<file path="src/rtl/ptc_pkg.sv">
// constants and state type for the paired timer control block
// assumes one 25 MHz clock (the system clock) and a 32-bit wishbone slave
package ptc_pkg;
  localparam int ADR_W = 6;
  localparam logic [5:0] ADR_CTL_LO = 6'h00;
  localparam logic [5:0] ADR_CTL_HI = 6'h04;
  localparam logic [5:0] ADR_CNT_LO = 6'h08;
  localparam logic [5:0] ADR_CNT_HI = 6'h0c;
  localparam logic [5:0] ADR_PER_LO = 6'h10;
  localparam logic [5:0] ADR_PER_HI = 6'h14;
  localparam logic [5:0] ADR_STS    = 6'h18;
  localparam logic [5:0] ADR_MSK    = 6'h1c;
  // control register fields
  localparam int B_ON   = 15;
  localparam int B_SIDL = 13;
  localparam int ECS_H  = 9;
  localparam int ECS_L  = 8;
  localparam int B_GATE = 6;
  localparam int PS_H   = 5;
  localparam int PS_L   = 4;
  localparam int B_PAIR = 3;
  localparam int B_PAIR2 = 3;
  localparam int B_CS   = 1;
  localparam logic [15:0] CTL_LO_MASK = 16'ha37a;
  localparam logic [15:0] CTL_HI_MASK = 16'ha372;
  localparam logic [15:0] CTL_RST = 16'h0000;
  localparam logic [15:0] CNT_RST = 16'h0000;
  localparam logic [15:0] PER_RST = 16'hffff;
  localparam logic [1:0]  ECS_GEN  = 2'h3;
  localparam logic [1:0]  ECS_LOW_POWER_RC_OSCILLATOR = 2'h2;
  localparam logic [1:0]  ECS_PIN  = 2'h1;
  localparam logic [1:0]  ECS_SECONDARY_OSCILLATOR = 2'h0;
  // prescaler terminal counts for 1, 8, 64, 256
  localparam logic [7:0] PS_T1   = 8'h00;
  localparam logic [7:0] PS_T8   = 8'h07;
  localparam logic [7:0] PS_T64  = 8'h3f;
  localparam logic [7:0] PS_T256 = 8'hff;
  localparam int FOSC_DIV = 2;
  // synchronised input slots
  localparam int NSRC   = 5;
  localparam int S_GEN  = 0;
  localparam int S_LOW_POWER_RC_OSCILLATOR = 1;
  localparam int S_LOP  = 2;
  localparam int S_SECONDARY_OSCILLATOR = 3;
  localparam int S_HIP  = 4;
  localparam int ST_LO = 0;
  localparam int ST_HI = 1;
  typedef struct packed {
    logic [15:0] ctl_lo;
    logic [15:0] ctl_hi;
    logic [15:0] cnt_lo;
    logic [15:0] cnt_hi;
    logic [15:0] per_lo;
    logic [15:0] per_hi;
    logic [7:0]  pre_lo;
    logic [7:0]  pre_hi;
    logic [1:0]  sts;
    logic [1:0]  msk;
    logic        half;
    logic [NSRC-1:0] s1;
    logic [NSRC-1:0] s2;
    logic [NSRC-1:0] s3;
    logic        ack;
    logic [31:0] dat;
    logic        irq;
    logic        trig;
  } ptc_state_t;
endpackage

</file>
<file path="src/rtl/ptc_timer_pair.sv">
// one timer pair: two 16-bit timers or one 32-bit timer, wishbone regs
// assumes idle is a synchronous level; pins and clock sources are sampled
//
// Implementation choices: the register addresses and the Wishbone interface to the registers.
`timescale 1ns/1ns
module ptc_timer_pair
(
  input  wire logic                      clock,
  input  wire logic                      rst,
  input  wire logic                      wb_cyc,
  input  wire logic                      wb_stb,
  input  wire logic                      wb_we,
  input  wire logic [ptc_pkg::ADR_W-1:0] wb_adr,
  input  wire logic [3:0]                wb_sel,
  input  wire logic [31:0]               wb_dat_w,
  output logic      [31:0]               wb_dat_r,
  output logic                           wb_ack,
  input  wire logic                      idle_mode,
  input  wire logic                      generic_timer_clock_pin,
  input  wire logic                      low_power_rc_oscillator,
  input  wire logic                      lower_timer_clock_pin,
  input  wire logic                      secondary_oscillator,
  input  wire logic                      upper_timer_clock_pin,
  output logic                           irq,
  output logic                           converter_trigger
);
  import ptc_pkg::*;

  ptc_state_t st_ff;
  ptc_state_t nxt_st;
  logic [NSRC-1:0] rise;
  logic [NSRC-1:0] fall;
  logic [15:0] ce_hi;
  logic pair;
  logic run_lo;
  logic run_hi;
  logic gated_lo;
  logic gated_hi;
  logic in_lo;
  logic in_hi;
  logic tk_lo;
  logic tk_hi;
  logic hi_evt;
  logic req;
  logic wr;
  logic [1:0] set;

  function automatic logic pick_src(input logic [15:0] c,
                                    input logic [NSRC-1:0] e,
                                    input logic own);
    case (c[ECS_H:ECS_L])
      ECS_GEN:  pick_src = e[S_GEN];
      ECS_LOW_POWER_RC_OSCILLATOR: pick_src = e[S_LOW_POWER_RC_OSCILLATOR];
      ECS_PIN:  pick_src = own;
      default:  pick_src = e[S_SECONDARY_OSCILLATOR];
    endcase
  endfunction

  // returns {tick, next prescale count}
  function automatic logic [8:0] pre_step(input logic [15:0] c,
                                          input logic [7:0] p,
                                          input logic inc);
    logic [7:0] term;
    case (c[PS_H:PS_L])
      2'h3:    term = PS_T256;
      2'h2:    term = PS_T64;
      2'h1:    term = PS_T8;
      default: term = PS_T1;
    endcase
    if (!inc)
      pre_step = {1'b0, p};
    else if (p >= term)
      pre_step = {1'b1, 8'h00};
    else
      pre_step = {1'b0, p + 8'h01};
  endfunction

  function automatic logic [15:0] wmerge(input logic [15:0] o,
                                         input logic [31:0] d,
                                         input logic [3:0] s);
    wmerge = {s[1] ? d[15:8] : o[15:8], s[0] ? d[7:0] : o[7:0]};
  endfunction

  always_comb
  begin
    nxt_st = st_ff;
    nxt_st.ack = 1'b0;
    nxt_st.trig = 1'b0;
    // three stages: first flop only feeds the second
    nxt_st.s1 = {upper_timer_clock_pin, secondary_oscillator,
                 lower_timer_clock_pin, low_power_rc_oscillator,
                 generic_timer_clock_pin};
    nxt_st.s2 = st_ff.s1;
    nxt_st.s3 = st_ff.s2;
    nxt_st.half = ~st_ff.half;
    rise = st_ff.s2 & ~st_ff.s3;
    fall = ~st_ff.s2 & st_ff.s3;
    pair = st_ff.ctl_lo[B_PAIR];
    ce_hi = pair ? st_ff.ctl_lo : st_ff.ctl_hi;
    run_lo = st_ff.ctl_lo[B_ON] &
             ~(st_ff.ctl_lo[B_SIDL] & idle_mode);
    run_hi = ce_hi[B_ON] & ~(ce_hi[B_SIDL] & idle_mode);
    gated_lo = ~st_ff.ctl_lo[B_CS] & st_ff.ctl_lo[B_GATE];
    gated_hi = ~ce_hi[B_CS] & ce_hi[B_GATE];
    // internal source is the system clock halved
    in_lo = st_ff.ctl_lo[B_CS] ?
            pick_src(st_ff.ctl_lo, rise, rise[S_LOP]) :
            st_ff.half & (~gated_lo | st_ff.s2[S_LOP]);
    in_hi = ce_hi[B_CS] ?
            pick_src(ce_hi, rise, rise[S_HIP]) :
            st_ff.half & (~gated_hi | st_ff.s2[S_HIP]);
    {tk_lo, nxt_st.pre_lo} = pre_step(st_ff.ctl_lo, st_ff.pre_lo,
                                      run_lo & in_lo);
    // upper prescaler frozen while paired; lower drives the pair
    {tk_hi, nxt_st.pre_hi} = pre_step(ce_hi, st_ff.pre_hi,
                                      run_hi & in_hi & ~pair);
    set = 2'b00;
    hi_evt = 1'b0;
    if (pair)
    begin
      if (tk_lo)
      begin
        if ({st_ff.cnt_hi, st_ff.cnt_lo} ==
            {st_ff.per_hi, st_ff.per_lo})
        begin
          {nxt_st.cnt_hi, nxt_st.cnt_lo} = {CNT_RST, CNT_RST};
          hi_evt = 1'b1;
        end
        else
        begin
          {nxt_st.cnt_hi, nxt_st.cnt_lo} =
            {st_ff.cnt_hi, st_ff.cnt_lo} + 32'h0000_0001;
        end
      end
      set[ST_HI] = hi_evt |
                   (run_lo & gated_lo & fall[S_LOP]);
    end
    else
    begin
      if (tk_lo)
      begin
        if (st_ff.cnt_lo == st_ff.per_lo)
        begin
          nxt_st.cnt_lo = CNT_RST;
          set[ST_LO] = 1'b1;
        end
        else
          nxt_st.cnt_lo = st_ff.cnt_lo + 16'h0001;
      end
      if (tk_hi)
      begin
        if (st_ff.cnt_hi == st_ff.per_hi)
        begin
          nxt_st.cnt_hi = CNT_RST;
          hi_evt = 1'b1;
        end
        else
          nxt_st.cnt_hi = st_ff.cnt_hi + 16'h0001;
      end
      set[ST_LO] = set[ST_LO] |
                   (run_lo & gated_lo & fall[S_LOP]);
      set[ST_HI] = hi_evt | (run_hi & gated_hi & fall[S_HIP]);
    end
    nxt_st.trig = hi_evt;
    // bus: one wait state, every address answered
    req = wb_cyc & wb_stb & ~st_ff.ack;
    wr = req & wb_we;
    nxt_st.ack = req;
    case (wb_adr)
      ADR_CTL_LO: nxt_st.dat = {16'h0000, st_ff.ctl_lo};
      ADR_CTL_HI: nxt_st.dat = {16'h0000, st_ff.ctl_hi};
      ADR_CNT_LO: nxt_st.dat = {16'h0000, st_ff.cnt_lo};
      ADR_CNT_HI: nxt_st.dat = {16'h0000, st_ff.cnt_hi};
      ADR_PER_LO: nxt_st.dat = {16'h0000, st_ff.per_lo};
      ADR_PER_HI: nxt_st.dat = {16'h0000, st_ff.per_hi};
      ADR_STS:    nxt_st.dat = {30'h0, st_ff.sts};
      ADR_MSK:    nxt_st.dat = {30'h0, st_ff.msk};
      default:    nxt_st.dat = 32'h0000_0000;
    endcase
    if (!req || wb_we)
      nxt_st.dat = st_ff.dat;
    nxt_st.sts = st_ff.sts | set;
    if (wr)
    begin
      case (wb_adr)
        ADR_CTL_LO:
        begin
          nxt_st.ctl_lo = wmerge(st_ff.ctl_lo, wb_dat_w, wb_sel) &
                          CTL_LO_MASK;
          if (st_ff.ctl_lo[B_ON])
            nxt_st.pre_lo = 8'h00;
        end
        ADR_CTL_HI:
        begin
          nxt_st.ctl_hi = wmerge(st_ff.ctl_hi, wb_dat_w, wb_sel) &
                          CTL_HI_MASK;
          if (st_ff.ctl_hi[B_ON])
            nxt_st.pre_hi = 8'h00;
        end
        ADR_CNT_LO: nxt_st.cnt_lo = wmerge(st_ff.cnt_lo, wb_dat_w, wb_sel);
        ADR_CNT_HI: nxt_st.cnt_hi = wmerge(st_ff.cnt_hi, wb_dat_w, wb_sel);
        ADR_PER_LO: nxt_st.per_lo = wmerge(st_ff.per_lo, wb_dat_w, wb_sel);
        ADR_PER_HI: nxt_st.per_hi = wmerge(st_ff.per_hi, wb_dat_w, wb_sel);
        // write one clears; a same-cycle event still sets
        ADR_STS: nxt_st.sts = (st_ff.sts & ~(wb_sel[0] ? wb_dat_w[1:0] :
                               2'b00)) | set;
        ADR_MSK: nxt_st.msk = wb_sel[0] ? wb_dat_w[1:0] : st_ff.msk;
        default: nxt_st.msk = st_ff.msk;
      endcase
    end
    nxt_st.irq = |(nxt_st.sts & nxt_st.msk);
  end

  always_ff @(posedge clock or posedge rst)
  begin
    if (rst)
    begin
      st_ff <= '0;
      st_ff.per_lo <= PER_RST;
      st_ff.per_hi <= PER_RST;
      st_ff.ctl_lo <= CTL_RST;
      st_ff.ctl_hi <= CTL_RST;
    end
    else
      st_ff <= nxt_st;
  end

  assign wb_dat_r = st_ff.dat;
  assign wb_ack = st_ff.ack;
  assign irq = st_ff.irq;
  assign converter_trigger = st_ff.trig;
endmodule // ptc_timer_pair

</file>
<file path="config.mk">
export PLATFORM = sky130hd
export DESIGN_NAME = ptc_timer_pair
export DESIGN_NICKNAME = d
export VERILOG_FILES = /design/src/rtl/ptc_pkg.sv /design/src/rtl/ptc_timer_pair.sv
export SDC_FILE = /design/constraint.sdc
export NUM_CORES = 1
export LEC_CHECK = 0
export BUFFER_PORTS_ARGS = -buffer_cell sky130_fd_sc_hd__buf_2
export CORE_MARGIN = 4
export CORE_UTILIZATION = 40
export DETAILED_ROUTE_END_ITERATION = 8
export RECOVER_POWER = 100
export REMOVE_ABC_BUFFERS = 1
export SLEW_MARGIN = 5
export SYNTH_ARGS = -nofsm -noshare
export SYNTH_HDL_FRONTEND = slang
export SYNTH_SLANG_ARGS = --single-unit
</file>
<file path="constraint.sdc">
create_clock -name clock -period 6.7 [get_ports clock]
set_input_delay 1.34 -clock clock [delete_from_list [all_inputs] [get_ports clock]]
set_output_delay 1.34 -clock clock [all_outputs]
set_load 0.02 [all_outputs]
</file>
==> results.txt, run 1 <==
Status: complete, but fails checks
Failing checks: capacitance limit, slew limit
Initial detailed-routing violation count: 752
Setup TNS: 0 ns
Clk slew on worst S/H paths: 0.07 ns
Leak: 3.96 nW
Ant. Diodes: 0
Relative slew slack: -133%
Initial antenna violation count: 0
Flops & latches, synth: 136
Switching part of the total: 27.8%
Synth Warn #: 0
Global-route wire length before repair: 39100 microns
Crit path capture type: register
Worst skew pair latency: 0.43 ns
Main area contributors after synthesis: dfrtp_1 (30%), dfstp_2 (9.8%), mux2_2 (8.2%), nand2_1 (3.4%), buf_4 (3.1%)
R2r startpoint: pair$_DFFE_PP0P_
Switching Power: 0.578 mW
Peak VDD IR: 0.172 mV
Pwr dens: 223 nW/um^2
Logic pwr share: 10.3%
GPL Wtd Cong: 0.994
Ys flop type: dfrtp_1
Largest net degree at the start of global routing: 83
Hold Startpoint: nxt_st[42]$_DFF_PP0_
# IOs: 88
H-tree Lvls: 4
PortBufs: 53
Core area: 21000 sq um
Period utilisation layout: 67.2%
Wire length per cell: 20.8 microns
Clock power share: 46.2%
MaxCap Viol Count: 1
Vias: 6996
Netlist cell types: 78
Vias in the first global route: 6727
CTS buffer count: 17
Fin Clk Skew: 0.0141 ns
Die ar.: 23800 sq um
Leading area contributor after synthesis: dfrtp_1
Post-synth EDFFs: 0
Worst Hold Path Cells: 0
CP startpoint kind: input pin
CP Data Required Time: 7.05 ns
DP HPWL: 17700 microns
Vias per std cell: 5.91
Sequential share of power: 43.5%
Total global-route track usage: 21.0%
Synth async-reset ratio: 100%
Post-Syn Instances: 886
CTS Hold Buffers Added: 0
Final Net Count: 967
Ratio of cells with drive above 1 in the final layout: 19.5%
Die width: 154 microns
GR Overflow Total: 0
RSZ-0062 raised after global routing: no
Fillcell total: 2061
Standard-cell rows: 53
Sequential area share after synthesis: 40.3%
Register-to-Register Path Depth: 10
Critical Path AT: 4.85 ns
Slew Viols, Final: 83
Worst-path maximum fanout: 15
Synth Cell Area: 8550 sq um
Max Root-Sink Buffers: 2
Final min period: 4.50 ns
Hold WC Path Type: reg -> reg
Post-Syn Area per Cell: 9.66 sq um
Placed Instances: 1152
ANT nets after route: 0
Routed WL: 24600 microns
Post-route DRC: 0
Hold Path End: nxt_st[37]$_DFF_PP0_
Worst reg2reg endpoint: st_ff[59]$_DFF_PP0_
DRT Pass-1 Iters: 6
FMAX: 0.222 GHz
Post-route insts no fill: 1184
# Post-CTS Setup Buffers: 0
Synth-to-Final Area Change: 8.91%
DIE HEIGHT: 154 microns
TritonCTS clock tree: built
# resized after CTS: 0
Synth top area share: 30.4%
Worst-Margin Slew: 3.47 ns
# clock sinks: 136
CTS Root Cell: clkbuf_16
Internal power: 1.50 mW
Crit Path Class: in -> reg
Flop2flop setup slack: 2.33 ns
Final-report hold violation count: 0
Initial Utilization: 40.7%
Finish-stage setup viols: 0
## critical path, stage by stage
cell,delay (ns)
clkbuf_1,0.10
a21boi_0,0.45
or4b_1,0.50
and3_1,0.29
nor2_1,1.00
nand2b_1,0.42
or4_1,0.56
a31oi_1,0.17
## layout make-up
cell class,count,area [sq um],share of cell area [%]
tap,275,344,3.69
clock inverter,14,161,1.73
inverter,21,80.1,0.860
sequential,136,3440,37.0
timing repair buffer,66,313,3.36
multi-input combinational,654,4540,48.7
clock buffer,18,439,4.71
## worst max-delay path by stage
stage	from	to	slack [ns]	depth (start not counted)
after floorplan	rst	converter_trigger$_DFF_PP0_	1.77	1
after global placement	idle_mode	st_ff[127]$_DFFE_PP0P_	2.62	7
after detailed placement	idle_mode	st_ff[127]$_DFFE_PP0P_	2.62	7
after CTS	idle_mode	st_ff[127]$_DFFE_PP0P_	3.05	7
after global routing	pair$_DFFE_PP0P_	st_ff[61]$_DFF_PP0_	1.97	10
final	idle_mode	st_ff[129]$_DFFE_PP0P_	2.20	8
## cells in the mapped netlist (8+ instances only)
| cell | n |
|---|---|
| nor3_1 | 17 |
| nor2b_1 | 11 |
| a221o_1 | 9 |
| a21o_1 | 12 |
| dfrtp_1 | 104 |
| a21oi_1 | 33 |
| and3_1 | 17 |
| nand3_1 | 32 |
| nor4_1 | 8 |
| xor2_1 | 23 |
| xnor2_1 | 28 |
| o21ai_0 | 38 |
| dfstp_2 | 32 |
| a22oi_1 | 17 |
| inv_1 | 21 |
| ha_1 | 18 |
| nor2_1 | 47 |
| clkbuf_1 | 41 |
| a211oi_1 | 8 |
| buf_4 | 35 |
| o21a_1 | 11 |
| mux2i_1 | 9 |
| nand2_1 | 78 |
| nand4_1 | 20 |
| mux2_2 | 62 |
| a31oi_1 | 15 |
## flip-flops by register name (all words and copies together), names as in the netlist
register / flops
converter_trigger: 1
wb_dat_r: 16
wb_ack: 1
st_ff: 106
pair: 1
irq: 1
nxt_st: 10
## power groups by stage
stage	Combinational, mW	Clock, mW	Sequential [mW]
5_1_grt	0.236	1.02	0.911
2_1_floorplan	0.140	0	0.903
3_3_place_gp	0.214	0	0.918
6_report	0.215	0.960	0.906
4_1_cts	0.217	0.974	0.905
3_5_place_dp	0.215	0	0.919
## per-layer routing
metal	track usage, %	up-vias	wire length [microns]
met5	0	-	0
met4	6.52	0	445
met3	4.09	26	1720
met2	31.5	280	11000
met1	30.7	3455	11400
li1	-	3235	-
## logic make-up after synthesis
group / count (synthesis) / share of synthesized area, %
simple gates: 289 / 17.8
compound gates: 208 / 17.2
flops: 136 / 40.3
buf+inv: 111 / 7.34
mux: 72 / 9.48
xor+xnor: 51 / 5.22
fa+ha+maj: 18 / 2.63
other cells: 1 / 0.0438
## cells in the final DEF, fill, tap and decap left out, types with 11 or more instances in the layout
master | netlist | layout
nand3_1 | 32 | 32
mux2_2 | 62 | 59
a21o_1 | 12 | 12
nand4_1 | 20 | 20
xnor2_1 | 28 | 28
nor2_1 | 47 | 48
dfrtp_1 | 104 | 104
buf_2 | 4 | 31
dfstp_2 | 32 | 32
a31oi_1 | 15 | 15
nand2_1 | 78 | 78
a21oi_1 | 33 | 33
nor2b_1 | 11 | 11
ha_1 | 18 | 18
o21a_1 | 11 | 11
nor3_1 | 17 | 17
conb_1 | 1 | 16
xor2_1 | 23 | 23
inv_1 | 21 | 20
and3_1 | 17 | 18
clkbuf_1 | 41 | 28
a22oi_1 | 17 | 17
o21ai_0 | 38 | 41
clkbuf_16 | 0 | 17
## metrics by stage
| stage | setup WS [ns] | area [sq um] | power, mW | hold WS, ns | util [%] |
|---|---|---|---|---|---|
| after floorplan | 1.77 | 8060 | 1.04 | 0.331 | - |
| after global placement | 2.62 | 8800 | 1.13 | 0.334 | 41.9 |
| after detailed placement | 2.62 | 8800 | 1.13 | 0.335 | 41.9 |
| after CTS | 3.05 | 9400 | 2.10 | 0.350 | 44.7 |
| after global routing | 1.97 | 9320 | 2.16 | 0.368 | 44.3 |
| final | 2.20 | 9320 | 2.08 | 0.349 | 44.3 |
Power figures use the tool's default switching activity.
==> run 2: changes to the inputs <==
ABC_AREA = 1   (was unset)
clock period = 4.6 ns   (was 6.7 ns; I/O delays follow)
==> results.txt, run 2 <==
Relative slew slack: -37.3% (+95 points)
DIE HEIGHT: 165 microns (+7.1%)
Synth Cell Area: 9880 sq um (+16%)
Post-route DRC: 0 (unchanged)
Worst skew pair latency: 0.45 ns (+0.02 ns)
Worst Hold Path Cells: 0 (unchanged)
Wire length per cell: 18.0 microns (-13%)
Flops & latches, synth: 136 (unchanged)
Fin Clk Skew: 0.0204 ns (+0.00636 ns)
CTS Root Cell: clkbuf_16
Top-count cell post-synth: nand2_1
# resized after CTS: 0 (unchanged)
Global-route wire length before repair: 52100 microns (+33%)
Initial Utilization: 40.6% (-0.060 points)
Post-Place Worst Slack: 1.31 ns (-1.31 ns)
Crit Path Class: reg -> reg
Vias per std cell: 5.27 (-11%)
Vias: 9793 (+40%)
DRT Pass-1 Iters: 6 (unchanged)
Max reg flops: 106 (unchanged)
Clk slew on worst S/H paths: 0.07 ns (about the same)
Crit path capture type: register
# Post-CTS Setup Buffers: 0 (unchanged)
Leak: 5.13 nW (+30%)
PortBufs: 53 (unchanged)
Ratio of cells with drive above 1 in the final layout: 10.6% (-8.8 points)
FMAX: 0.268 GHz
Period utilisation layout: 81.3%
Switching part of the total: 33.2% (+5.4 points)
Vias in the first global route: 9041 (+34%)
Setup TNS: 0 ns (unchanged)
Synth cell count leaders: nand2_1 (523), inv_1 (158), nor2_1 (141)
# clock sinks: 136 (unchanged)
Synth Warn #: 0 (unchanged)
Ys flop type: dfrtp_1
# IOs: 88 (unchanged)
Die width: 165 microns (+7.1%)
Clock power share: 42.7% (-3.5 points)
Post-route insts no fill: 1857 (+57%)
Internal power: 2.33 mW (+55%)
CTS Hold Buffers Added: 0 (unchanged)
Final-report hold violation count: 0 (unchanged)
TritonCTS clock tree: built
H-tree Lvls: 4 (unchanged)
Main area contributors after synthesis: dfrtp_1 (26%), nand2_1 (20%), dfstp_2 (8.5%), inv_1 (6.0%), nand3_1 (5.6%)
Failing checks: capacitance limit, slew limit
Pwr Total: 3.49 mW (+68%)
Sequential area share after synthesis: 34.8% (-5.4 points)
Sequential share of power: 39.9% (-3.6 points)
Worst-path maximum fanout: 25 (+10)
Cell area after placement: 10200 sq um (+16%)
Netlist cell types: 50 (-36%)
ANT nets after route: 0 (unchanged)
Synth top area share: 26.3% (-4.1 points)
DP HPWL: 25000 microns (+41%)
Initial detailed-routing violation count: 979 (+30%)
Largest net degree at the start of global routing: 95 (+14%)
Peak VDD IR: 0.194 mV (+13%)
Placed Instances: 1825 (+58%)
Logic pwr share: 17.4% (+7.1 points)
Final Util: 44.2% (-0.099 points)
Post-Syn Area per Cell: 6.60 sq um (-32%)
Final min period: 3.74 ns
GR Overflow Total: 0 (unchanged)
Pwr dens: 324 nW/um^2 (+45%)
Non-Filler Cell Area, Final: 10800 sq um (+15%)
Most flops, register: st_ff
Max Root-Sink Buffers: 2 (unchanged)
Total global-route track usage: 25.1% (+4.1 points)
Slew Viols, Final: 95 (+14%)
Critical Path AT: 4.11 ns (-0.74 ns)
RSZ-0062 raised after global routing: no
Post-Syn Instances: 1498 (+69%)
Synth-to-Final Area Change: 8.83% (about the same)
MaxCap Viol Count: 1 (unchanged)
GPL Wtd Cong: 0.967 (-2.7%)
Most common cell after layout, fill and taps aside: nand2_1
Worst-Margin Slew: 2.06 ns (-1.41 ns)
Ant. Diodes: 0 (unchanged)
CP Data Required Time: 4.97 ns (-2.08 ns)
Initial antenna violation count: 0 (unchanged)
Leading area contributor after synthesis: dfrtp_1
Post-synth EDFFs: 0 (unchanged)
Hold WC Path Type: reg -> reg
Die ar.: 27300 sq um (+15%)
CP startpoint kind: register
Setup WS post-layout: 0.862 ns (-1.34 ns)
Hold_ws: 0.348 ns (-0.000805 ns)
Routed WL: 33400 microns (+36%)
Switching Power: 1.16 mW (+100%)
Register-to-Register Path Depth: 11 (+1)
Finish-stage setup viols: 0 (unchanged)
Final Net Count: 1591 (+65%)
CTS buffer count: 17 (unchanged)
Commonest non-fill, non-tap cells in the layout: nand2_1 (524), inv_1 (160), nor2_1 (146), nand3_1 (111)
Core area: 24300 sq um (+16%)
Synth async-reset ratio: 100% (unchanged)
Status: complete, but fails checks
Standard-cell rows: 57 (+7.5%)
==> run 2: changes by cell type after synthesis, moves of 56 or more <==
cell     change
nand2_1    +445
mux2_2      -62
nand3_1     +78
nor2_1      +94
o21ai_0     +56
inv_1      +137
==> run 2: metal layers <==
| metal | vias up | global-route usage (%) | part of all wire, % |
|---|---|---|---|
| li1 | 4796 | - | - |
| met2 | 382 | 37.5 | 43 |
| met5 | - | 0 | 0 |
| met1 | 4556 | 36.2 | 46 |
| met4 | 0 | 8.32 | 2.7 |
| met3 | 59 | 5.16 | 8.0 |
==> run 2: worst paths after layout <==
check	from	to	slack, ns
worst min-delay path	nxt_st[44]$_DFF_PP0_	nxt_st[39]$_DFF_PP0_	0.35
min in group asynchronous	rst	nxt_st[39]$_DFF_PP0_	1.06
max in group asynchronous	rst	st_ff[134]$_DFFE_PP0P_	1.69
worst max-delay path	st_ff[156]$_DFFE_PP0P_	st_ff[132]$_DFFE_PP0P_	0.86
worst max register to register	st_ff[156]$_DFFE_PP0P_	st_ff[132]$_DFFE_PP0P_	0.86
worst min register to register	nxt_st[44]$_DFF_PP0_	nxt_st[39]$_DFF_PP0_	0.35
==> run 2: cell families after synthesis <==
kind of cell | share of synthesized area (%)
AOI/OAI and AO/OA | 11.8
adders and majority gates | 2.28
xor gates and xnor gates | 2.13
other | 0.0379
buffers and inverters | 12.1
and+or+nand+nor | 36.8
DFF | 34.8
==> run 2: critical path, cell delays in order, from the launching register on <==
cell and delay (ns):
dfrtp_1 0.42, inv_1 0.17, ha_1 0.28, a21oi_1 0.14
nor2_1 0.06, nor3_1 0.33, nand2_1 0.43, nand2_1 0.90
nand2_1 0.43, inv_1 0.32, nand2_1 0.09, o211ai_1 0.09
==> run 2: power groups by stage <==
stage | clock [mW] | sequential, mW | combinational, mW
after floorplan | 0 | 1.37 | 0.426
after global placement | 0 | 1.40 | 0.597
after detailed placement | 0 | 1.41 | 0.602
after CTS | 1.51 | 1.39 | 0.606
after global routing | 1.56 | 1.40 | 0.690
final | 1.49 | 1.39 | 0.607
==> run 2: final cells by class <==
type | count | area, sq um
Multi-Input combinational cell | 1114 | 5260
Fill cell | 2597 | 13600
Clock buffer | 18 | 439
Sequential cell | 136 | 3440
Clock inverter | 14 | 181
Tap cell | 324 | 405
Inverter | 185 | 703
Timing Repair Buffer | 66 | 325
==> run 3: changes to the inputs <==
ABC_AREA = 0   (was 1)
clock period = 3.43 ns   (was 4.6 ns; I/O delays follow)
==> results.txt, run 3 (synthesis results as in run 1) <==
Status: complete, but fails checks
Failing checks: capacitance limit, slew limit
Initial Utilization: 40.7% (+0.060 points)
DIE HEIGHT: 154 microns (-6.6%)
Crit path capture type: register
MaxCap Viol Count: 1 (unchanged)
Slew Viols, Final: 54 (-43%)
Clk slew on worst S/H paths: 0.06 ns (about the same)
Hold WC Path Type: reg -> reg
Routed WL: 25300 microns (-24%)
Initial detailed-routing violation count: 709 (-28%)
Vias: 7138 (-27%)
CTS buffer count: 17 (unchanged)
Leak: 4.11 nW (-20%)
Final-report hold violation count: 0 (unchanged)
Total global-route track usage: 21.3% (-3.7 points)
Final Util: 45.5% (+1.2 points)
Relative slew slack: -39.6% (-2.3 points)
DRT Pass-1 Iters: 6 (unchanged)
Critical Path AT: 3.61 ns (-0.50 ns)
Largest net degree at the start of global routing: 66 (-31%)
Standard-cell rows: 53 (-7.0%)
Worst Hold Path Cells: 0 (unchanged)
Register-to-Register Path Depth: 8 (-3)
Hold_ws: 0.349 ns (+0.00156 ns)
CP Data Required Time: 3.74 ns (-1.23 ns)
Commonest non-fill, non-tap cells in the layout: dfrtp_1 (104), nand2_1 (78), mux2_2 (59), nor2_1 (47), o21ai_0 (40)
GPL Wtd Cong: 0.981 (+1.4%)
Setup TNS: 0 ns (unchanged)
Ratio of cells with drive above 1 in the final layout: 22.1% (+11 points)
Pwr Total: 3.99 mW (+14%)
Max Root-Sink Buffers: 2 (unchanged)
Die width: 154 microns (-6.6%)
Post-route DRC: 0 (unchanged)
Worst-Margin Slew: 2.09 ns (+0.0315 ns)
CTS Hold Buffers Added: 0 (unchanged)
Finish-stage setup viols: 0 (unchanged)
Final min period: 3.30 ns (-0.439 ns)
Global-route wire length before repair: 39700 microns (-24%)
Max reg flops: 106 (unchanged)
# clock sinks: 136 (unchanged)
Die ar.: 23800 sq um (-13%)
TritonCTS clock tree: built
Pwr dens: 417 nW/um^2 (+29%)
Wire length per cell: 20.8 microns (+16%)
Peak VDD IR: 0.337 mV (+74%)
Fin Clk Skew: 0.00766 ns (-0.0128 ns)
PortBufs: 53 (unchanged)
Worst skew pair latency: 0.43 ns (-0.02 ns)
H-tree Lvls: 4 (unchanged)
Crit Path Class: reg -> reg
CP startpoint kind: register
FMAX: 0.303 GHz (+13%)
Most flops, register: st_ff
ANT nets after route: 0 (unchanged)
Vias in the first global route: 6815 (-25%)
Final Net Count: 998 (-37%)
Most common cell after layout, fill and taps aside: dfrtp_1
Synth-to-Final Area Change: 11.7%
Worst-path maximum fanout: 12 (-52%)
# IOs: 88 (unchanged)
Ant. Diodes: 0 (unchanged)
Core area: 21000 sq um (-14%)
DP HPWL: 18700 microns (-25%)
Vias per std cell: 5.87 (+11%)
Period utilisation layout: 96.2% (+15 points)
RSZ-0062 raised after global routing: no
GR Overflow Total: 0 (unchanged)
CTS Root Cell: clkbuf_16
Initial antenna violation count: 0 (unchanged)
run 3: metal layers:
layer	share of wire [%]	GRT usage, %
met4	2.5	6.52
met5	0	0
met2	44	31.9
met3	8.1	5.76
met1	45	30.3
run 3: report_power, final:
group	switching (mW)	total [mW]	internal [mW]
clock	0.808	1.76	0.952
combinational	0.305	0.493	0.187
sequential	0.0640	1.74	1.67
run 3: cell type report:
class / count / area (sq um)
fillers: 2047 / 11500
multi-input cells: 654 / 4570
flip-flops and latches: 136 / 3440
repair buffers: 97 / 557
clock buffers: 17 / 425
well taps: 275 / 344
clock inverters: 15 / 136
inverters: 21 / 78.8
run 3: through the flow:
stage	instances	worst slack (ns)	cell area (sq um)
6_report	1215	0.131	9560
5_1_grt	1215	0.0785	9560
3_5_place_dp	1183	0.246	9060
3_3_place_gp	1183	0.292	9060
2_1_floorplan	811	-0.986	8060
4_1_cts	1215	0.226	9620
run 3: final timing paths:
path	start	endpoint	slack, ns
max	st_ff[75]$_DFFE_PP1P_	st_ff[122]$_DFFE_PP0P_	0.13
min	nxt_st[40]$_DFF_PP0_	nxt_st[35]$_DFF_PP0_	0.35
max reg2reg	st_ff[75]$_DFFE_PP1P_	st_ff[122]$_DFFE_PP0P_	0.13
min reg2reg	nxt_st[40]$_DFF_PP0_	nxt_st[35]$_DFF_PP0_	0.35
max in group asynchronous	rst	st_ff[78]$_DFFE_PP1P_	0.98
min in group asynchronous	rst	nxt_st[43]$_DFF_PP0_	0.94
run 3: timing repair:
| item | CTS | global route |
|---|---|---|
| resized for setup | 0 | 1 |
| setup buffers | 0 | 0 |
| setup endpoints to repair | 0 | 1 |
run 3: critical path, cell delays in order, from the launching register on:
cell and delay, ns:
dfstp_1 0.60, xnor2_1 0.23, nand4_1 0.27, or4_1 0.76, a21oi_1 0.24, clkbuf_1 0.42
nor3_1 0.19, a21o_1 0.19, a221o_1 0.28
